[src/common/gpb_pkg.sv]
package gpb_pkg;

    localparam int GPB_AW = 8;

    // register indices; the byte address is four times the index
    localparam logic [7:0] GPB_IDX_LATCH = 8'h12;
    localparam logic [7:0] GPB_IDX_DIR   = 8'h13;
    localparam logic [7:0] GPB_IDX_STBY  = 8'h14;
    localparam logic [7:0] GPB_IDX_SET   = 8'h15;
    localparam logic [7:0] GPB_IDX_CLR   = 8'h16;

    localparam logic [7:0] GPB_ADDR_LATCH = {GPB_IDX_LATCH[5:0], 2'h0};
    localparam logic [7:0] GPB_ADDR_DIR   = {GPB_IDX_DIR[5:0], 2'h0};
    localparam logic [7:0] GPB_ADDR_STBY  = {GPB_IDX_STBY[5:0], 2'h0};
    localparam logic [7:0] GPB_ADDR_SET   = {GPB_IDX_SET[5:0], 2'h0};
    localparam logic [7:0] GPB_ADDR_CLR   = {GPB_IDX_CLR[5:0], 2'h0};

    // standby control field positions
    localparam int GPB_STBY_FLOAT_BIT = 0;
    localparam int GPB_STBY_STOP_BIT  = 1;
    localparam int GPB_STBY_WATCH_BIT = 2;

    // values after reset and fixed levels
    localparam logic [7:0]  GPB_DIR_RST   = 8'h00;
    localparam logic        GPB_FLOAT_RST = 1'h0;
    localparam logic [7:0]  GPB_IN_FIXED  = 8'h00;
    localparam logic [31:0] GPB_RDATA_RST = 32'h0;

    localparam logic [1:0] GPB_RESP_OKAY   = 2'h0;
    localparam logic [1:0] GPB_RESP_SLVERR = 2'h2;

    typedef struct packed {
        logic [7:0] oe;
        logic [7:0] out;
    } gpb_periph_t;

    typedef struct packed {
        logic [7:0] o;
        logic [7:0] oe;
    } gpb_pin_drv_t;

    typedef enum logic [2:0] {
        GPB_SEL_LATCH,
        GPB_SEL_DIR,
        GPB_SEL_STBY,
        GPB_SEL_SET,
        GPB_SEL_CLR,
        GPB_SEL_NONE
    } gpb_sel_t;

    typedef enum logic {
        GPB_WR_IDLE,
        GPB_WR_RESP
    } gpb_wr_state_t;

    function automatic gpb_sel_t gpb_decode(input logic [7:0] a);
        case (a)
            GPB_ADDR_LATCH: gpb_decode = GPB_SEL_LATCH;
            GPB_ADDR_DIR:   gpb_decode = GPB_SEL_DIR;
            GPB_ADDR_STBY:  gpb_decode = GPB_SEL_STBY;
            GPB_ADDR_SET:   gpb_decode = GPB_SEL_SET;
            GPB_ADDR_CLR:   gpb_decode = GPB_SEL_CLR;
            default:        gpb_decode = GPB_SEL_NONE;
        endcase
    endfunction

endpackage

[src/rtl/gpb_port.sv]
// Contract
// - each latch and direction bit drives one pin, bit 7 the top pin.
// - reading the data register gives the pin levels, not the latch.
// - bit set and bit clear work on the latch so other bits stay put.
// - direction 1 enables the driver, direction 0 leaves the pin floating.
// - a data write with wstrb[0] set loads the latch and drives an output pin.
// - on an input pin a data write loads the latch but drives nothing.
// - an enabled peripheral output owns the pin's value and enable.
// - while a peripheral drives a pin, readback shows its output level.
// - pin levels reach the peripherals except in stop or watch mode.
// - reset clears every direction bit so all pins float as inputs.
// - reset leaves the output latch untouched and undefined.
// - stop or watch with pin float set turns every driver off.
// - stop or watch with pin float set holds the input path fixed.
// - pin float lives in standby control; clear keeps pins driven.
`timescale 1ns/1ps
`default_nettype none

module gpb_port
    import gpb_pkg::*;
(
    // clock and reset
    input  wire logic              ref_clk,
    input  wire logic              nrst,
    // axi4-lite write address and data
    input  wire logic [GPB_AW-1:0] awaddr,
    input  wire logic [2:0]        awprot,
    input  wire logic              awvalid,
    output logic                   awready,
    input  wire logic [31:0]       wdata,
    input  wire logic [3:0]        wstrb,
    input  wire logic              wvalid,
    output logic                   wready,
    // axi4-lite write response
    output logic [1:0]             bresp,
    output logic                   bvalid,
    input  wire logic              bready,
    // axi4-lite read
    input  wire logic [GPB_AW-1:0] araddr,
    input  wire logic [2:0]        arprot,
    input  wire logic              arvalid,
    output logic                   arready,
    output logic [31:0]            rdata,
    output logic [1:0]             rresp,
    output logic                   rvalid,
    input  wire logic              rready,
    // low-power mode state from the clock controller
    input  wire logic              lp_stop,
    input  wire logic              lp_watch,
    // shared peripherals
    input  wire gpb_periph_t       periph,
    output logic [7:0]             periph_in,
    // pins
    input  wire logic [7:0]        pin_i,
    output var gpb_pin_drv_t       pin_drv
);

    logic [7:0]    port_output_latch;
    logic [7:0]    port_direction;
    logic          standby_pin_float;
    logic [7:0]    pin_sync;
    logic [7:0]    pin_level;
    logic          lp_any;
    logic          float_active;

    logic          aw_held;
    logic          w_held;
    logic [7:0]    aw_addr;
    logic [31:0]   w_data;
    logic [3:0]    w_strb;
    gpb_wr_state_t wr_state;
    logic          aw_take;
    logic          w_take;
    logic          do_write;
    logic          next_aw_held;
    logic          next_w_held;
    gpb_sel_t      wr_sel;
    logic          ar_take;
    gpb_sel_t      rd_sel;
    logic [31:0]   next_rdata;
    gpb_pin_drv_t  next_pin_drv;

    // awprot and arprot carry no meaning for this block
    logic unused_prot;
    assign unused_prot = ^{awprot, arprot, wstrb[3:1]};

    gpb_pin_sync u_sync (
        .ref_clk (ref_clk),
        .nrst    (nrst),
        .d       (pin_i),
        .q       (pin_sync)
    );

    assign lp_any       = lp_stop | lp_watch;
    assign float_active = lp_any & standby_pin_float;

    // the gate keeps a floating pin from reaching the data register readback
    assign pin_level = float_active ? GPB_IN_FIXED : pin_sync;

    // write channel: address and data are caught in either order
    assign aw_take  = awvalid & awready;
    assign w_take   = wvalid & wready;
    assign do_write = aw_held & w_held & (wr_state == GPB_WR_IDLE);
    assign next_aw_held = (aw_held | aw_take) & ~do_write;
    assign next_w_held  = (w_held | w_take) & ~do_write;
    assign wr_sel   = gpb_decode(aw_addr);

    always_ff @(posedge ref_clk or negedge nrst) begin
        if (!nrst) begin
            aw_held <= 1'h0;
            w_held  <= 1'h0;
            awready <= 1'h0;
            wready  <= 1'h0;
        end else begin
            aw_held <= next_aw_held;
            w_held  <= next_w_held;
            awready <= ~next_aw_held;
            wready  <= ~next_w_held;
        end
    end

    always_ff @(posedge ref_clk or negedge nrst) begin
        if (!nrst) begin
            aw_addr <= 8'h00;
            w_data  <= 32'h0;
            w_strb  <= 4'h0;
        end else begin
            if (aw_take) begin
                aw_addr <= awaddr;
            end
            if (w_take) begin
                w_data <= wdata;
                w_strb <= wstrb;
            end
        end
    end

    always_ff @(posedge ref_clk or negedge nrst) begin
        if (!nrst) begin
            wr_state <= GPB_WR_IDLE;
            bvalid   <= 1'h0;
            bresp    <= GPB_RESP_OKAY;
        end else begin
            case (wr_state)
                GPB_WR_IDLE: begin
                    if (do_write) begin
                        wr_state <= GPB_WR_RESP;
                        bvalid   <= 1'h1;
                        bresp    <= (wr_sel == GPB_SEL_NONE) ?
                                    GPB_RESP_SLVERR : GPB_RESP_OKAY;
                    end
                end
                GPB_WR_RESP: begin
                    if (bready) begin
                        wr_state <= GPB_WR_IDLE;
                        bvalid   <= 1'h0;
                    end
                end
                default: begin
                    wr_state <= GPB_WR_IDLE;
                    bvalid   <= 1'h0;
                end
            endcase
        end
    end

    // no reset on purpose: the latch keeps whatever it held
    always_ff @(posedge ref_clk) begin
        if (do_write && w_strb[0]) begin
            case (wr_sel)
                GPB_SEL_LATCH: port_output_latch <= w_data[7:0];
                GPB_SEL_SET:
                    port_output_latch <= port_output_latch | w_data[7:0];
                GPB_SEL_CLR:
                    port_output_latch <= port_output_latch & ~w_data[7:0];
                default: port_output_latch <= port_output_latch;
            endcase
        end
    end // set and clear merge with the latch, never the pins

    always_ff @(posedge ref_clk or negedge nrst) begin
        if (!nrst) begin
            port_direction <= GPB_DIR_RST;
        end else if (do_write && w_strb[0] && wr_sel == GPB_SEL_DIR) begin
            port_direction <= w_data[7:0];
        end
    end

    always_ff @(posedge ref_clk or negedge nrst) begin
        if (!nrst) begin
            standby_pin_float <= GPB_FLOAT_RST;
        end else if (do_write && w_strb[0] && wr_sel == GPB_SEL_STBY) begin
            standby_pin_float <= w_data[GPB_STBY_FLOAT_BIT];
        end
    end

    // read channel: one read in flight, answer one edge after the take
    assign ar_take = arvalid & arready;
    assign rd_sel  = gpb_decode(araddr);

    always_comb begin
        next_rdata = GPB_RDATA_RST;
        case (rd_sel)
            GPB_SEL_LATCH: next_rdata[7:0] = pin_level;
            GPB_SEL_DIR:   next_rdata[7:0] = port_direction;
            GPB_SEL_STBY: begin
                next_rdata[GPB_STBY_FLOAT_BIT] = standby_pin_float;
                next_rdata[GPB_STBY_STOP_BIT]  = lp_stop;
                next_rdata[GPB_STBY_WATCH_BIT] = lp_watch;
            end
            GPB_SEL_SET:   next_rdata[7:0] = port_output_latch;
            GPB_SEL_CLR:   next_rdata[7:0] = port_output_latch;
            default:       next_rdata = GPB_RDATA_RST;
        endcase
    end

    always_ff @(posedge ref_clk or negedge nrst) begin
        if (!nrst) begin
            arready <= 1'h0;
            rvalid  <= 1'h0;
            rdata   <= GPB_RDATA_RST;
            rresp   <= GPB_RESP_OKAY;
        end else if (ar_take) begin
            arready <= 1'h0;
            rvalid  <= 1'h1;
            rdata   <= next_rdata;
            rresp   <= (rd_sel == GPB_SEL_NONE) ?
                       GPB_RESP_SLVERR : GPB_RESP_OKAY;
        end else if (rvalid && rready) begin
            rvalid  <= 1'h0;
            arready <= 1'h1;
        end else if (!rvalid) begin
            arready <= 1'h1;
        end
    end

    // pin drive, one vector bit per pin, bit 7 the highest pin
    always_comb begin
        next_pin_drv.oe = periph.oe | port_direction;
        next_pin_drv.o  = (periph.oe & periph.out) |
                          (~periph.oe & port_direction &
                           port_output_latch);
        if (float_active) begin
            next_pin_drv.oe = 8'h00;
            next_pin_drv.o  = 8'h00;
        end
    end

    // registered drive makes writes show on the pins one edge later
    always_ff @(posedge ref_clk or negedge nrst) begin
        if (!nrst) begin
            pin_drv.o  <= 8'h00;
            pin_drv.oe <= 8'h00;
        end else begin
            pin_drv <= next_pin_drv;
        end
    end

    always_ff @(posedge ref_clk or negedge nrst) begin
        if (!nrst) begin
            periph_in <= GPB_IN_FIXED;
        end else begin
            periph_in <= lp_any ? GPB_IN_FIXED : pin_sync;
        end
    end
endmodule // gpb_port

`default_nettype wire

[src/rtl/gpb_pin_sync.sv]
`timescale 1ns/1ps
`default_nettype none

module gpb_pin_sync (
    // clock and reset
    input  wire logic       ref_clk,
    input  wire logic       nrst,
    // asynchronous pin levels in, synchronised levels out
    input  wire logic [7:0] d,
    output logic      [7:0] q
);

    logic [7:0] meta;

    // meta feeds only the second stage
    always_ff @(posedge ref_clk or negedge nrst) begin
        if (!nrst) begin
            meta <= 8'h00;
            q    <= 8'h00;
        end else begin
            meta <= d;
            q    <= meta;
        end
    end

endmodule // gpb_pin_sync

`default_nettype wire

[config.mk]
export PLATFORM = sky130hd
export DESIGN_NAME = gpb_port
export DESIGN_NICKNAME = d
export VERILOG_FILES = /design/src/common/gpb_pkg.sv /design/src/rtl/gpb_port.sv /design/src/rtl/gpb_pin_sync.sv
export SDC_FILE = /design/constraint.sdc
export NUM_CORES = 1
export LEC_CHECK = 0
export BUFFER_PORTS_ARGS = -buffer_cell sky130_fd_sc_hd__buf_4
export CORE_ASPECT_RATIO = 0.8
export CORE_MARGIN = 3
export CORE_UTILIZATION = 45
export CTS_CLUSTER_DIAMETER = 30
export DETAILED_ROUTE_END_ITERATION = 8
export PLACE_DENSITY = 0.79
export SLEW_MARGIN = 10
export SYNTH_ARGS = -nofsm -noshare
export SYNTH_HDL_FRONTEND = slang
export SYNTH_SLANG_ARGS = --single-unit
export TNS_END_PERCENT = 20
[constraint.sdc]
create_clock -name ref_clk -period 2 [get_ports ref_clk]
set_input_delay 0.1 -clock ref_clk [delete_from_list [all_inputs] [get_ports ref_clk]]
set_output_delay 0.1 -clock ref_clk [all_outputs]
set_load 0.05 [all_outputs]
; Word level (Yosys, flattened, before mapping)
; Index checks and enable logic that the tools add are counted.
[classes]
add_sub_neg = 0
mul = 0
div = 0
order_cmp = 0
eq_ne = 23
n_shift = 0
n_mux = 21
bitwise = 24
n_reduce_logical = 12
[ops]
columns = cell, count
row1 = $eq 8x7->1 const B, 10
row2 = $and 8x8->8, 4
row3 = $pmux 3 s5, 2
row4 = $or 8x8->8, 3
row5 = $pmux 8 s3, 1
row6 = $mux 16, 1
row7 = $mux 8, 2
row8 = $not 8->8, 2
row9 = $pmux 5 s3, 1
row10 = $eq 3x2->1 const B, 4
row11 = $eq 3x3->1 const B, 4
row12 = $pmux 3 s4, 1
row13 = $mux 1, 9
row14 = $and 1x1->1, 8
row15 = $eq 3x1->1 const B, 2
row16 = $logic_not 3->1, 2
row17 = $reduce_and 2->1, 3
row18 = $logic_and 1x1->1, 4
row19 = $mux 2, 2
row20 = $ne 2x2->1 const B, 2
row21 = $not 1->1, 4
row22 = $pmux 1 s2, 2
row23 = $ne 3x1->1 const B, 1
row24 = $or 1x1->1, 3
row25 = 3 further kinds, 3
[totals]
register_bits = 94
latch_bits = 0
ramBits = 0
mem_bits_ro = 0
n_memories = 0

; Longest topological paths before layout
; Gate-level depths: netlist of the first run.
[logic_depth]
word_depth = 5
depth_mapped = 5
depth_no_buf = 4

; By module
; A second synthesis of the first run with hierarchy kept.
[hier_totals]
cells_unflattened = 308
area_unflattened_um2 = 3925.0
[modules_own_cells]
columns = module, n_inst, cells_per_inst, area_per_inst_um2
row1 = gpb_port, 1, 292, 3524.6
row2 = gpb_pin_sync, 1, 16, 400.4

; Worst setup path after synthesis of the first run
; No wires, ideal clock.
[synth_path]
path_kind = reg-to-reg
from = register arready
to = register rdata[7]
setup_time_ns = 0.064
t_arrival_ns = 1.585
required_ns = 1.936
path_slack_ns = 0.351
path_stages_with_launch = 5
period_less_slack_ns = 1.649
path_cell_list = dfrtp_1 -> nand2_1 -> or3_4 -> nor2_1 -> a221o_2
[synth_between]
elab_chain_len = 1
[synth_lines]
columns = item, line
row1 = "start, declared", gpb_port.sv:42  ; output logic arready,
row2 = "start signal, assigned", gpb_port.sv:219  ; arready <= 1'h0;
row3 = "start signal, assigned", gpb_port.sv:224  ; arready <= 1'h0;
row4 = "start signal, assigned", gpb_port.sv:231  ; arready <= 1'h1;
row5 = $and 1x1->1, gpb_port.sv:198  ; assign ar_take = arvalid & arready;
row6 = "end signal, assigned", gpb_port.sv:226  ; rdata <= next_rdata;
row7 = "end, declared", gpb_port.sv:43  ; output logic [31:0] rdata,
; No other way between the ends.
; A chain may end at the register's enable or synchronous reset.

; Final worst setup path of the first run
[layout_path]
from = register aw_addr[1]
to = register port_direction[6]
[layout_between]
elab_chain_len = 4
[layout_lines]
columns = item, line
row1 = "start, declared", gpb_port.sv:68  ; logic [7:0] aw_addr;
row2 = "start signal, assigned", gpb_port.sv:129  ; aw_addr <= awaddr;
row3 = $eq 8x7->1, gpb_pkg.sv:57  ; case (a)
row4 = $pmux 3 s5 (*), gpb_pkg.sv:57
row5 = $eq 3x1->1 (*), gpb_port.sv:184  ; end else if (do_write && w_strb[0] && wr_sel == GPB_SEL_DIR) begin
row6 = $logic_and 1x1->1 (*), gpb_port.sv:184
row7 = "end signal, assigned", gpb_port.sv:185  ; port_direction <= w_data[7:0];
row8 = "end, declared", gpb_port.sv:59  ; logic [7:0] port_direction;
; Mark *: on every way between the ends. The rest lies on a longest branch, timed or not.

==> results.md, run 1 <==
* Final Non-Filler Cells at 565
* Reg2reg path depth at 4
* Fmax at 0.563 GHz
* Register area at 2340 um2
* Crit Reg-Reg Startpoint: aw_addr[1]
* Crit path time final at 1.78 ns
* First-pass GRT wire length at 12,800 um
* Synth warn at 0
* Hold Crit Start: periph[2]
* # rows at 29
* Final ANT Viol Nets at 0
* Drt pass-1 iters at 4
* Io pins at 156
* Final setup viols at 0
* EDFF count, synth at 8
* Hold Path Class: input port to flop
* Static leakage at 0.00249 uW
* Critical path arrival at slightly above 2 ns
* Worst-Margin Slew at 0.570 ns
* Clock tree buffer depth at 2
* Req. time, crit path at 2.25 ns
* Max VDD drop at just over 800 uV
* Die Wd at 109 um
* Critical Path Fanout Max at 8
* Post-synth cell types at 34
* CP Capture Type: flop
* Root buffer cell: clkbuf_8
* # DRC at 0
* Area growth, synth to finish at 35.1%
* CTS tree: yes
* Top cells by count, synth: 84 x dfrtp_1, 28 x mux2_2, 27 x nor2_1
* Top cells by area, synth: dfrtp_1 55%, mux2_2 8.2%, edfxtp_1 6.2%, buf_4 5.1%, and2_1 3.1%
* Layout Skew at 0.0117 ns
* Top delay family on crit path: simple AND/OR/NAND/NOR gates
* Setup TNS at 0 ns
* Ys flop type: dfrtp_1
* Dpl hpwl at between 5000 and 6000 um
* WHS Path Cells at 3
* Cell taking the most area after synthesis: dfrtp_1
* Initial antenna violation count at 0
* Number of fill cells at 608
* RSZ-0062 raised after global routing: false
* Nets at 543
* Vias per cell at 4.80
* Final Hold Vio Count at 0
* Buffers on Ports at 96
* WS Path Type: flop to flop
* Synth Register Bits at 92
* Worst Hold Endpoint: pin_drv[10]
* CTS clk-pin slew, worst paths at 0.09 ns
* Slowest CP cell: dfrtp_1
* Post-synth top area share at 0.546
* Cts bufs inserted at 9
* CP Launch Point: aw_addr[1]
* Cell Area, Synth at 3850 um2
* Core Region at just over 8000 um2
* Reg2Reg Capture Point: port_direction[6]
* Synth Area per Inst at about 12 um2
* Crit-path cells: nor4_1 -> and2_1 -> nand4_2 -> mux2_2
* PwrDens at 1010 nW/um2
* Placed instance count at 510
* Placer congestion estimate at roughly 0.77
* Share of layout cells above drive strength 1 at 0.335
* CP peak stage delay at 0.39 ns
* Normalized max-slew margin at 0.620
* Skew-Pair Late Insertion Delay at roughly 0.36 ns
* Die height at 88.7 um
* N_diodes at 0
* Multi-input gate area at around 1300 um2
* H-tree Lvls at 3
* Instance count on the critical path at 4
* Final wirelength at slightly above 8000 um
* Top-count cell post-synth: dfrtp_1
* Post-synthesis sequential area ratio at 0.609
* Pin count of the biggest net entering global routing at 48
* Worst Setup Start Kind: flop
* Avg WL per Cell at between 10 and 15 um
* CTS resizes at 0
* Initial drt markers at 173
* Syn Inst Count at approximately 320
* Status: finished, final reports clean
* Sink Count at 92
* Reg2Reg Setup Slack at 0.22 ns
* Via count at 2,711
* Total GRT Usage at 0.173
* MaxCap Viol Count at 0
* Initial Util at 0.473
* Vias in the first global route at ~2.6k
* Slew Limit Fails at 0
* FFs w/ async S/R, synth at 0.913
* Period utilization at 0.888
* Die area at 9700 um2
* Crit path buf inv count at 0
* GR Overflow Total at 0
[routing by layer]
metal  track usage  vias up  part of all wire
met1         0.232     1288              0.44
met5             0        -                 0
met4        0.0442        0             0.012
met3        0.0620       11             0.084
li1              -     1301                 -
met2         0.271      111              0.46
[what timing repair did]
action	CTS	global route
endpoints found under the setup margin	0	1
endpoints found under the hold margin	84	0
buffers inserted	0	1
hold buffers	38	0
[worst min-delay path: stages]
cell,delay (ns)
buf_4,0.08
mux2i_1,0.05
nor3_1,0.12
[sequential cells by signal, summed over array words and instances (netlist names)]
register and count:
periph_in 8, awready 1, bresp 1, wready 1, port_output_latch 8, u_sync.q 8
rvalid 1, aw_held 1, rresp 1, u_sync.meta 8, port_direction 8, arready 1
w_data 8, rdata 8, aw_addr 8, bvalid 1, standby_pin_float 1, pin_drv 16
wr_state 1, w_strb 1, w_held 1
[power by group]
group | switching, uW | leakage (uW) | internal [uW] | total (uW)
sequential | 267 | 0.00111 | 2230 | 2500
combinational | 798 | 0.00127 | 622 | 1420
clock | 681 | 0.000107 | 638 | 1320
total | 1750 | 0.00249 | 3490 | 5240
[kinds of logic (layout without fill, tap and decap cells)]
group / Yosys count / after routing / synth area share
other cells: 1 / 26 / 0.000975
xor+xnor: 2 / 2 / 0.00455
compound gates: 39 / 39 / 0.0754
simple gates: 104 / 104 / 0.143
mux: 35 / 35 / 0.100
flops: 92 / 92 / 0.609
buf+inv: 43 / 159 / 0.0673
[final cells by class]
type | instances | area share
multi-input combinational | 206 | 0.258
sequential | 92 | 0.451
clock buffer | 10 | 0.0265
timing repair buffer | 139 | 0.221
clock inverter | 6 | 0.0149
tap | 108 | 0.0260
inverter | 4 | 0.00289
[per-stage QoR]
step,util,hold slack [ns],power [uW],area (um2),setup slack [ns]
finish,0.640,0.0400,5240,5200,0.224
global route,0.640,0.0423,5540,5200,0.0533
CTS,0.639,0.0222,5280,5190,0.149
detailed placement,0.565,0.143,3900,4600,0.173
global placement,0.565,0.133,3840,4600,0.236
floorplan,-,-0.196,3500,3940,0.351
[layout by cell type, fill, tap and decap left out, drive strengths merged]
master,netlist,final
nand2,24,24
mux2,28,28
xor2,2,2
o2bb2ai,8,8
dlygate4sd3,0,38
nand3,3,3
nor2,27,27
clkinvlp,0,1
a21oi,3,3
nand3b,4,4
nor2b,3,3
mux2i,7,7
or3,1,1
buf,27,101
nor4,2,2
dfrtp,84,84
and2,19,19
nand4b,1,1
edfxtp,8,8
clkbuf,12,10
bufinv,0,1
and3,1,1
or4b,1,1
a221o,8,8
nor3,6,6
o21a,1,1
conb,1,26
nand2b,10,10
o21ai,15,15
inv,4,8
o211a,1,1
a22o,3,3
nand4,2,2
[worst max path at each step]
stage,slack (ns),end
after floorplan,0.35,rdata[7]
after global routing,0.05,port_direction[4]
final,0.22,port_direction[6]
after detailed placement,0.17,port_output_latch[4]
after global placement,0.24,port_output_latch[7]
after CTS,0.15,port_output_latch[4]
Note: power is estimated with default switching activity, not from simulation.
==> run 2, diff against run 1 <==
Settings changed: PLACE_DENSITY 0.79 to 0.75.
==> run 2 against run 1 <==
Net effect:
- clock power rose by 9.8%
- clock skew fell by 0.0021 ns
- global-route usage rose by 0.60 points
- die area did not move
- count of clock-buffer cells in the layout fell by 1
- wire length fell by 0.46%
==> results.md, run 2 (synthesized netlist as in run 1, its figures left out) <==
* Final wirelength at 8180 um (was 8220 um)
* Drt pass-1 iters at 4 (unchanged)
* Crit path time final at 1.73 ns (was 1.78 ns)
* CTS tree: yes (unchanged)
* Vias in the first global route at 2,618 (was 2,628)
* Sink Count at 92 (unchanged)
* Placer congestion estimate at 0.751 (was 0.770)
* Total GRT Usage at 0.179 (was 0.173)
* Pwr Total at 5370 uW (was 5240 uW)
* Initial antenna violation count at 0 (unchanged)
* Initial drt markers at 84 (was 173)
* Net Switching at 1690 uW (was 1750 uW)
* Die Wd at 109 um (unchanged)
* Initial Util at 0.473 (unchanged)
* Setup TNS at 0 ns (unchanged)
* Vias per cell at 4.73 (was 4.80)
* Worst Setup Start Kind: flop (unchanged)
* Internal at 3680 uW (was 3490 uW)
* CP Capture Type: flop (unchanged)
* Seq pwr share at 0.465 (was 0.477)
* Final Hold Vio Count at 0 (unchanged)
* Avg WL per Cell at 14.5 um (about the same)
* Via count at 2,657 (was 2,711)
* Io pins at 156 (unchanged)
* Commonest non-fill, non-tap cell in the layout: buf_4 (unchanged)
* CTS clk-pin slew, worst paths at 0.09 ns (about the same)
* Reg2reg path depth at 4 (unchanged)
* Most frequent cells in the layout: 100 x buf_4, 84 x dfrtp_1, 36 x dlygate4sd3_1 (was 100 x buf_4, 84 x dfrtp_1, 38 x dlygate4sd3_1)
* Area growth, synth to finish at 35.2% (was 35.1%)
* N_diodes at 0 (unchanged)
* Skew-Pair Late Insertion Delay at 0.36 ns (about the same)
* WHS Path Cells at 3 (unchanged)
* H-tree Lvls at 3 (unchanged)
* Req. time, crit path at 2.24 ns (was 2.25 ns)
* Largest Register: pin_drv (unchanged)
* Layout Skew at 0.00965 ns (was 0.0117 ns)
* Critical path arrival at 1.97 ns (was 2.03 ns)
* Worst-Margin Slew at 0.592 ns (was 0.570 ns)
* Max reg flops at 16 (unchanged)
* Cts bufs inserted at 9 (unchanged)
* First-pass GRT wire length at 13,200 um (was 12,800 um)
* WS Path Type: flop to flop (unchanged)
* GR Overflow Total at 0 (unchanged)
* Root buffer cell: clkbuf_8 (unchanged)
* Dpl hpwl at 6000 um (was 5860 um)
* Clock tree buffer depth at 2 (unchanged)
* Normalized max-slew margin at 0.605 (was 0.620)
* Hold Path Class: input port to flop (unchanged)
* Share of layout cells above drive strength 1 at 0.335 (about the same)
* Static leakage at 0.00248 uW (was 0.00249 uW)
* Sw Ratio at 0.316 (was 0.333)
* Buffers on Ports at 96 (unchanged)
* Pin count of the biggest net entering global routing at 48 (unchanged)
* Final ANT Viol Nets at 0 (unchanged)
* PwrDens at 1030 nW/um2 (was 1010 nW/um2)
* Critical Path Fanout Max at 8 (unchanged)
* Nets at 541 (was 543)
* Fmax at 0.578 GHz (was 0.563 GHz)
* Clock power frac at 0.270 (was 0.252)
* CTS resizes at 0 (unchanged)
* # rows at 29 (unchanged)
* Max VDD drop at 1000 uV (was 808 uV)
* Status: finished, final reports clean (unchanged)
* Period utilization at 0.866 (was 0.888)
* RSZ-0062 raised after global routing: false (unchanged)
* Final setup viols at 0 (unchanged)
* Slew Limit Fails at 0 (unchanged)
* Core Region at 8130 um2 (unchanged)
* Die height at 88.7 um (unchanged)
* MaxCap Viol Count at 0 (unchanged)
* Die area at 9700 um2 (unchanged)
* Gate power share at 0.265 (was 0.271)
* # DRC at 0 (unchanged)
## run 2: repair_timing
item	in CTS	in global routing
hold buffers	36	0
endpoints found under the setup margin	0	1
setup buffers	0	1
hold endpoints to repair	81	0
## run 2: final cells by class
class,count,area (um2)
Fill cell,638,2930
Clock inverter,6,114
Sequential cell,92,2340
Inverter,4,15.0
Clock buffer,9,124
Multi-Input combinational cell,206,1340
Tap cell,108,135
Timing Repair Buffer,137,1130
## run 2: power by group through the flow
stage	Sequential [uW]	Clock, uW	Combinational [uW]
after floorplan	2710	0	786
after global placement	2520	0	1330
after detailed placement	2540	0	1370
after CTS	2500	1470	1430
after global routing	2550	1560	1560
final	2500	1450	1420
## run 2: metal layers
layer / GRT usage / wire [um] / part of all wire / vias up
li1: - / - / - / 1299
met1: 0.239 / 3640 / 0.44 / 1232
met2: 0.279 / 3660 / 0.45 / 104
met3: 0.0511 / 677 / 0.083 / 22
met4: 0.0725 / 204 / 0.025 / 0
met5: 0 / 0 / 0 / -
## run 2: worst max-delay path, cell delays in order (launching register included)
cell     delay [ns]
dfrtp_1        0.39
nor4_1         0.27
and2_1         0.29
nand4_2        0.30
mux2_2         0.36
## run 2: worst paths after layout
| check | slack [ns] | end | from |
|---|---|---|---|
| worst max-delay path | 0.27 | port_direction[6] | aw_addr[1] |
| worst min-delay path | 0.02 | rvalid | rready |
| worst max register to register | 0.27 | port_direction[6] | aw_addr[1] |
| worst min register to register | 0.35 | u_sync.q[7] | u_sync.meta[7] |
| max in group asynchronous | 1.11 | port_direction[0] | nrst |
| min in group asynchronous | 0.29 | pin_drv[13] | nrst |
## run 2: through the flow
step	cell area (um2)	hold slack [ns]	utilization	worst slack, ns	cells
global placement	4600	0.135	0.565	0.229	510
CTS	5190	0.0153	0.639	0.146	561
global route	5200	0.0201	0.640	0.0531	562
detailed placement	4600	0.143	0.565	0.171	510
finish	5200	0.0247	0.640	0.269	562
floorplan	3940	-0.196	-	0.351	341
==> run 3, diff against run 2 <==
Settings changed: SKIP_LAST_GASP set to 1.
Clock period 2 ns to 2.2 ns, I/O delays scaled along.
==> run 3 against run 2 <==
Net effect:
- maximum frequency decreased by 10%
- highest routed layer unchanged
- critical path depth decreased by 1
- register-to-register slack about the same
- clock power decreased by 18%
- non-clock buffer count decreased by 4
- wire length decreased by 1.1%
- count of clock-buffer cells in the layout unchanged
- sequential cell count unchanged
==> results.md, run 3 (synthesized netlist as in run 1, its figures left out) <==
* Reg2Reg Setup Slack at 0.27 ns (about the same)
* Reg2reg path depth at 3 (was 4)
* Vias per cell at 4.69 (was 4.73)
* Initial Util at 0.473 (unchanged)
* RSZ-0062 raised after global routing: false (unchanged)
* Fin util at 0.633 (was 0.640)
* Worst-Margin Slew at 1.14 ns (was 0.592 ns)
* Crit Reg-Reg Startpoint: standby_pin_float (was aw_addr[1])
* Io pins at 156 (unchanged)
* Clock tree buffer depth at 2 (unchanged)
* Drt pass-1 iters at 5 (was 4)
* CTS clk-pin slew, worst paths at 0.09 ns (about the same)
* # rows at 29 (unchanged)
* Dpl hpwl at 5970 um (was 6000 um)
* Nets at 537 (was 541)
* Share of layout cells above drive strength 1 at 0.329 (was 0.335)
* Critical path arrival at 2.18 ns (was 1.97 ns)
* N_diodes at 0 (unchanged)
* Hold Path Class: input port to flop (unchanged)
* WS Path Type: flop to flop (unchanged)
* Slew Limit Fails at 0 (unchanged)
* Static leakage at 0.00246 uW (was 0.00248 uW)
* Placer congestion estimate at 0.757 (was 0.751)
* Hold slack at 0.0305 ns (was 0.0247 ns)
* First-pass GRT wire length at 12,700 um (was 13,200 um)
* Die Wd at 109 um (unchanged)
* Initial antenna violation count at 0 (unchanged)
* Die area at 9700 um2 (unchanged)
* Pwr Total at 4730 uW (was 5370 uW)
* Cts bufs inserted at 9 (unchanged)
* Status: finished, final reports clean (unchanged)
* Commonest non-fill, non-tap cell in the layout: buf_4 (unchanged)
* Worst Setup Start Kind: flop (unchanged)
* Max VDD drop at 870 uV (was 1000 uV)
* Die height at 88.7 um (unchanged)
* Final Hold Vio Count at 0 (unchanged)
* Fmax at 0.517 GHz (was 0.578 GHz)
* Largest Register: pin_drv (unchanged)
* Buffers on Ports at 96 (unchanged)
* Final setup viols at 0 (unchanged)
* Worst Hold Endpoint: rvalid (unchanged)
* Via count at 2,619 (was 2,657)
* PwrDens at 919 nW/um2 (was 1030 nW/um2)
* MaxCap Viol Count at 0 (unchanged)
* Skew-Pair Late Insertion Delay at 0.35 ns (was 0.36 ns)
* Final ANT Viol Nets at 0 (unchanged)
* Root buffer cell: clkbuf_8 (unchanged)
* Critical Path Fanout Max at 17 (was 8)
* CP Capture Type: flop (unchanged)
* Area growth, synth to finish at 33.8% (was 35.2%)
* CTS tree: yes (unchanged)
* Pin count of the biggest net entering global routing at 48 (unchanged)
* GR Overflow Total at 0 (unchanged)
* # hold bufs at CTS at 36 (unchanged)
* Hold Crit Start: rready (unchanged)
* WHS Path Cells at 3 (unchanged)
* Final Non-Filler Cells at 558 (was 562)
* Vias in the first global route at 2,551 (was 2,618)
* Initial drt markers at 91 (was 84)
* Post-CTS Repair Setup Buffers at 0 (unchanged)
* Total GRT Usage at 0.175 (was 0.179)
* Placed instance count at 507 (was 510)
* Final wirelength at 8090 um (was 8180 um)
* Normalized max-slew margin at 0.237 (was 0.605)
* # DRC at 0 (unchanged)
* CTS resizes at 0 (unchanged)
* H-tree Lvls at 3 (unchanged)
* Avg WL per Cell at 14.5 um (about the same)
* Reg2Reg Capture Point: rdata[1] (was port_direction[6])
* Setup TNS at 0 ns (unchanged)
* Core Region at 8130 um2 (unchanged)
* Max reg flops at 16 (unchanged)
* Sink Count at 92 (unchanged)
* Req. time, crit path at 2.45 ns (was 2.24 ns)
* Crit path time final at 1.93 ns (was 1.73 ns)
* Period utilization at 0.879 (was 0.866)
* Most frequent cells in the layout: 96 x buf_4, 84 x dfrtp_1, 36 x dlygate4sd3_1 (was 100 x buf_4, 84 x dfrtp_1, 36 x dlygate4sd3_1)
* Layout Skew at 0.00983 ns (was 0.00965 ns)
[run 3: worst max path at each step]
stage                      start        to  slack, ns  cells after the start
5_1_grt        standby_pin_float  rdata[0]       0.09                      3
4_1_cts        standby_pin_float  rdata[0]       0.27                      3
3_3_place_gp   standby_pin_float  rdata[0]       0.32                      3
3_5_place_dp   standby_pin_float  rdata[0]       0.29                      3
6_report       standby_pin_float  rdata[1]       0.27                      3
2_1_floorplan            arready  rdata[7]       0.55                      4
[run 3: power breakdown]
part           total, uW  switching (uW)  internal [uW]  leakage [uW]
clock network       1190             554            635      0.000105
registers           2270             242           2030       0.00111
logic               1270             722            547       0.00124
total               4730            1520           3210       0.00246
[run 3: metal layers]
metal  wire [um]  vias up  track usage
met1        3560     1216        0.226
met2        3790      107        0.285
met5           0        -            0
met4          63        0       0.0476
li1            -     1287            -
met3         672        9       0.0598
[run 3: critical path: stages (launching register included)]
cell     delay [ns]
dfrtp_1        0.41
nor2b_1        0.91
nor4_4         0.12
a221o_1        0.39
[run 3: through the flow]
stage | area [um2] | worst slack (ns)
after floorplan | 3940 | 0.551
after global placement | 4570 | 0.316
after detailed placement | 4570 | 0.289
after CTS | 5150 | 0.270
after global routing | 5150 | 0.0903
final | 5150 | 0.266
[run 3: cell type report]
type	count	area, um2
sequential	92	2340
timing repair buffer	133	1100
clock inverter	6	90.1
multi-input combinational	206	1340
fill	650	2980
clock buffer	9	124
tap	108	135
inverter	4	15.0
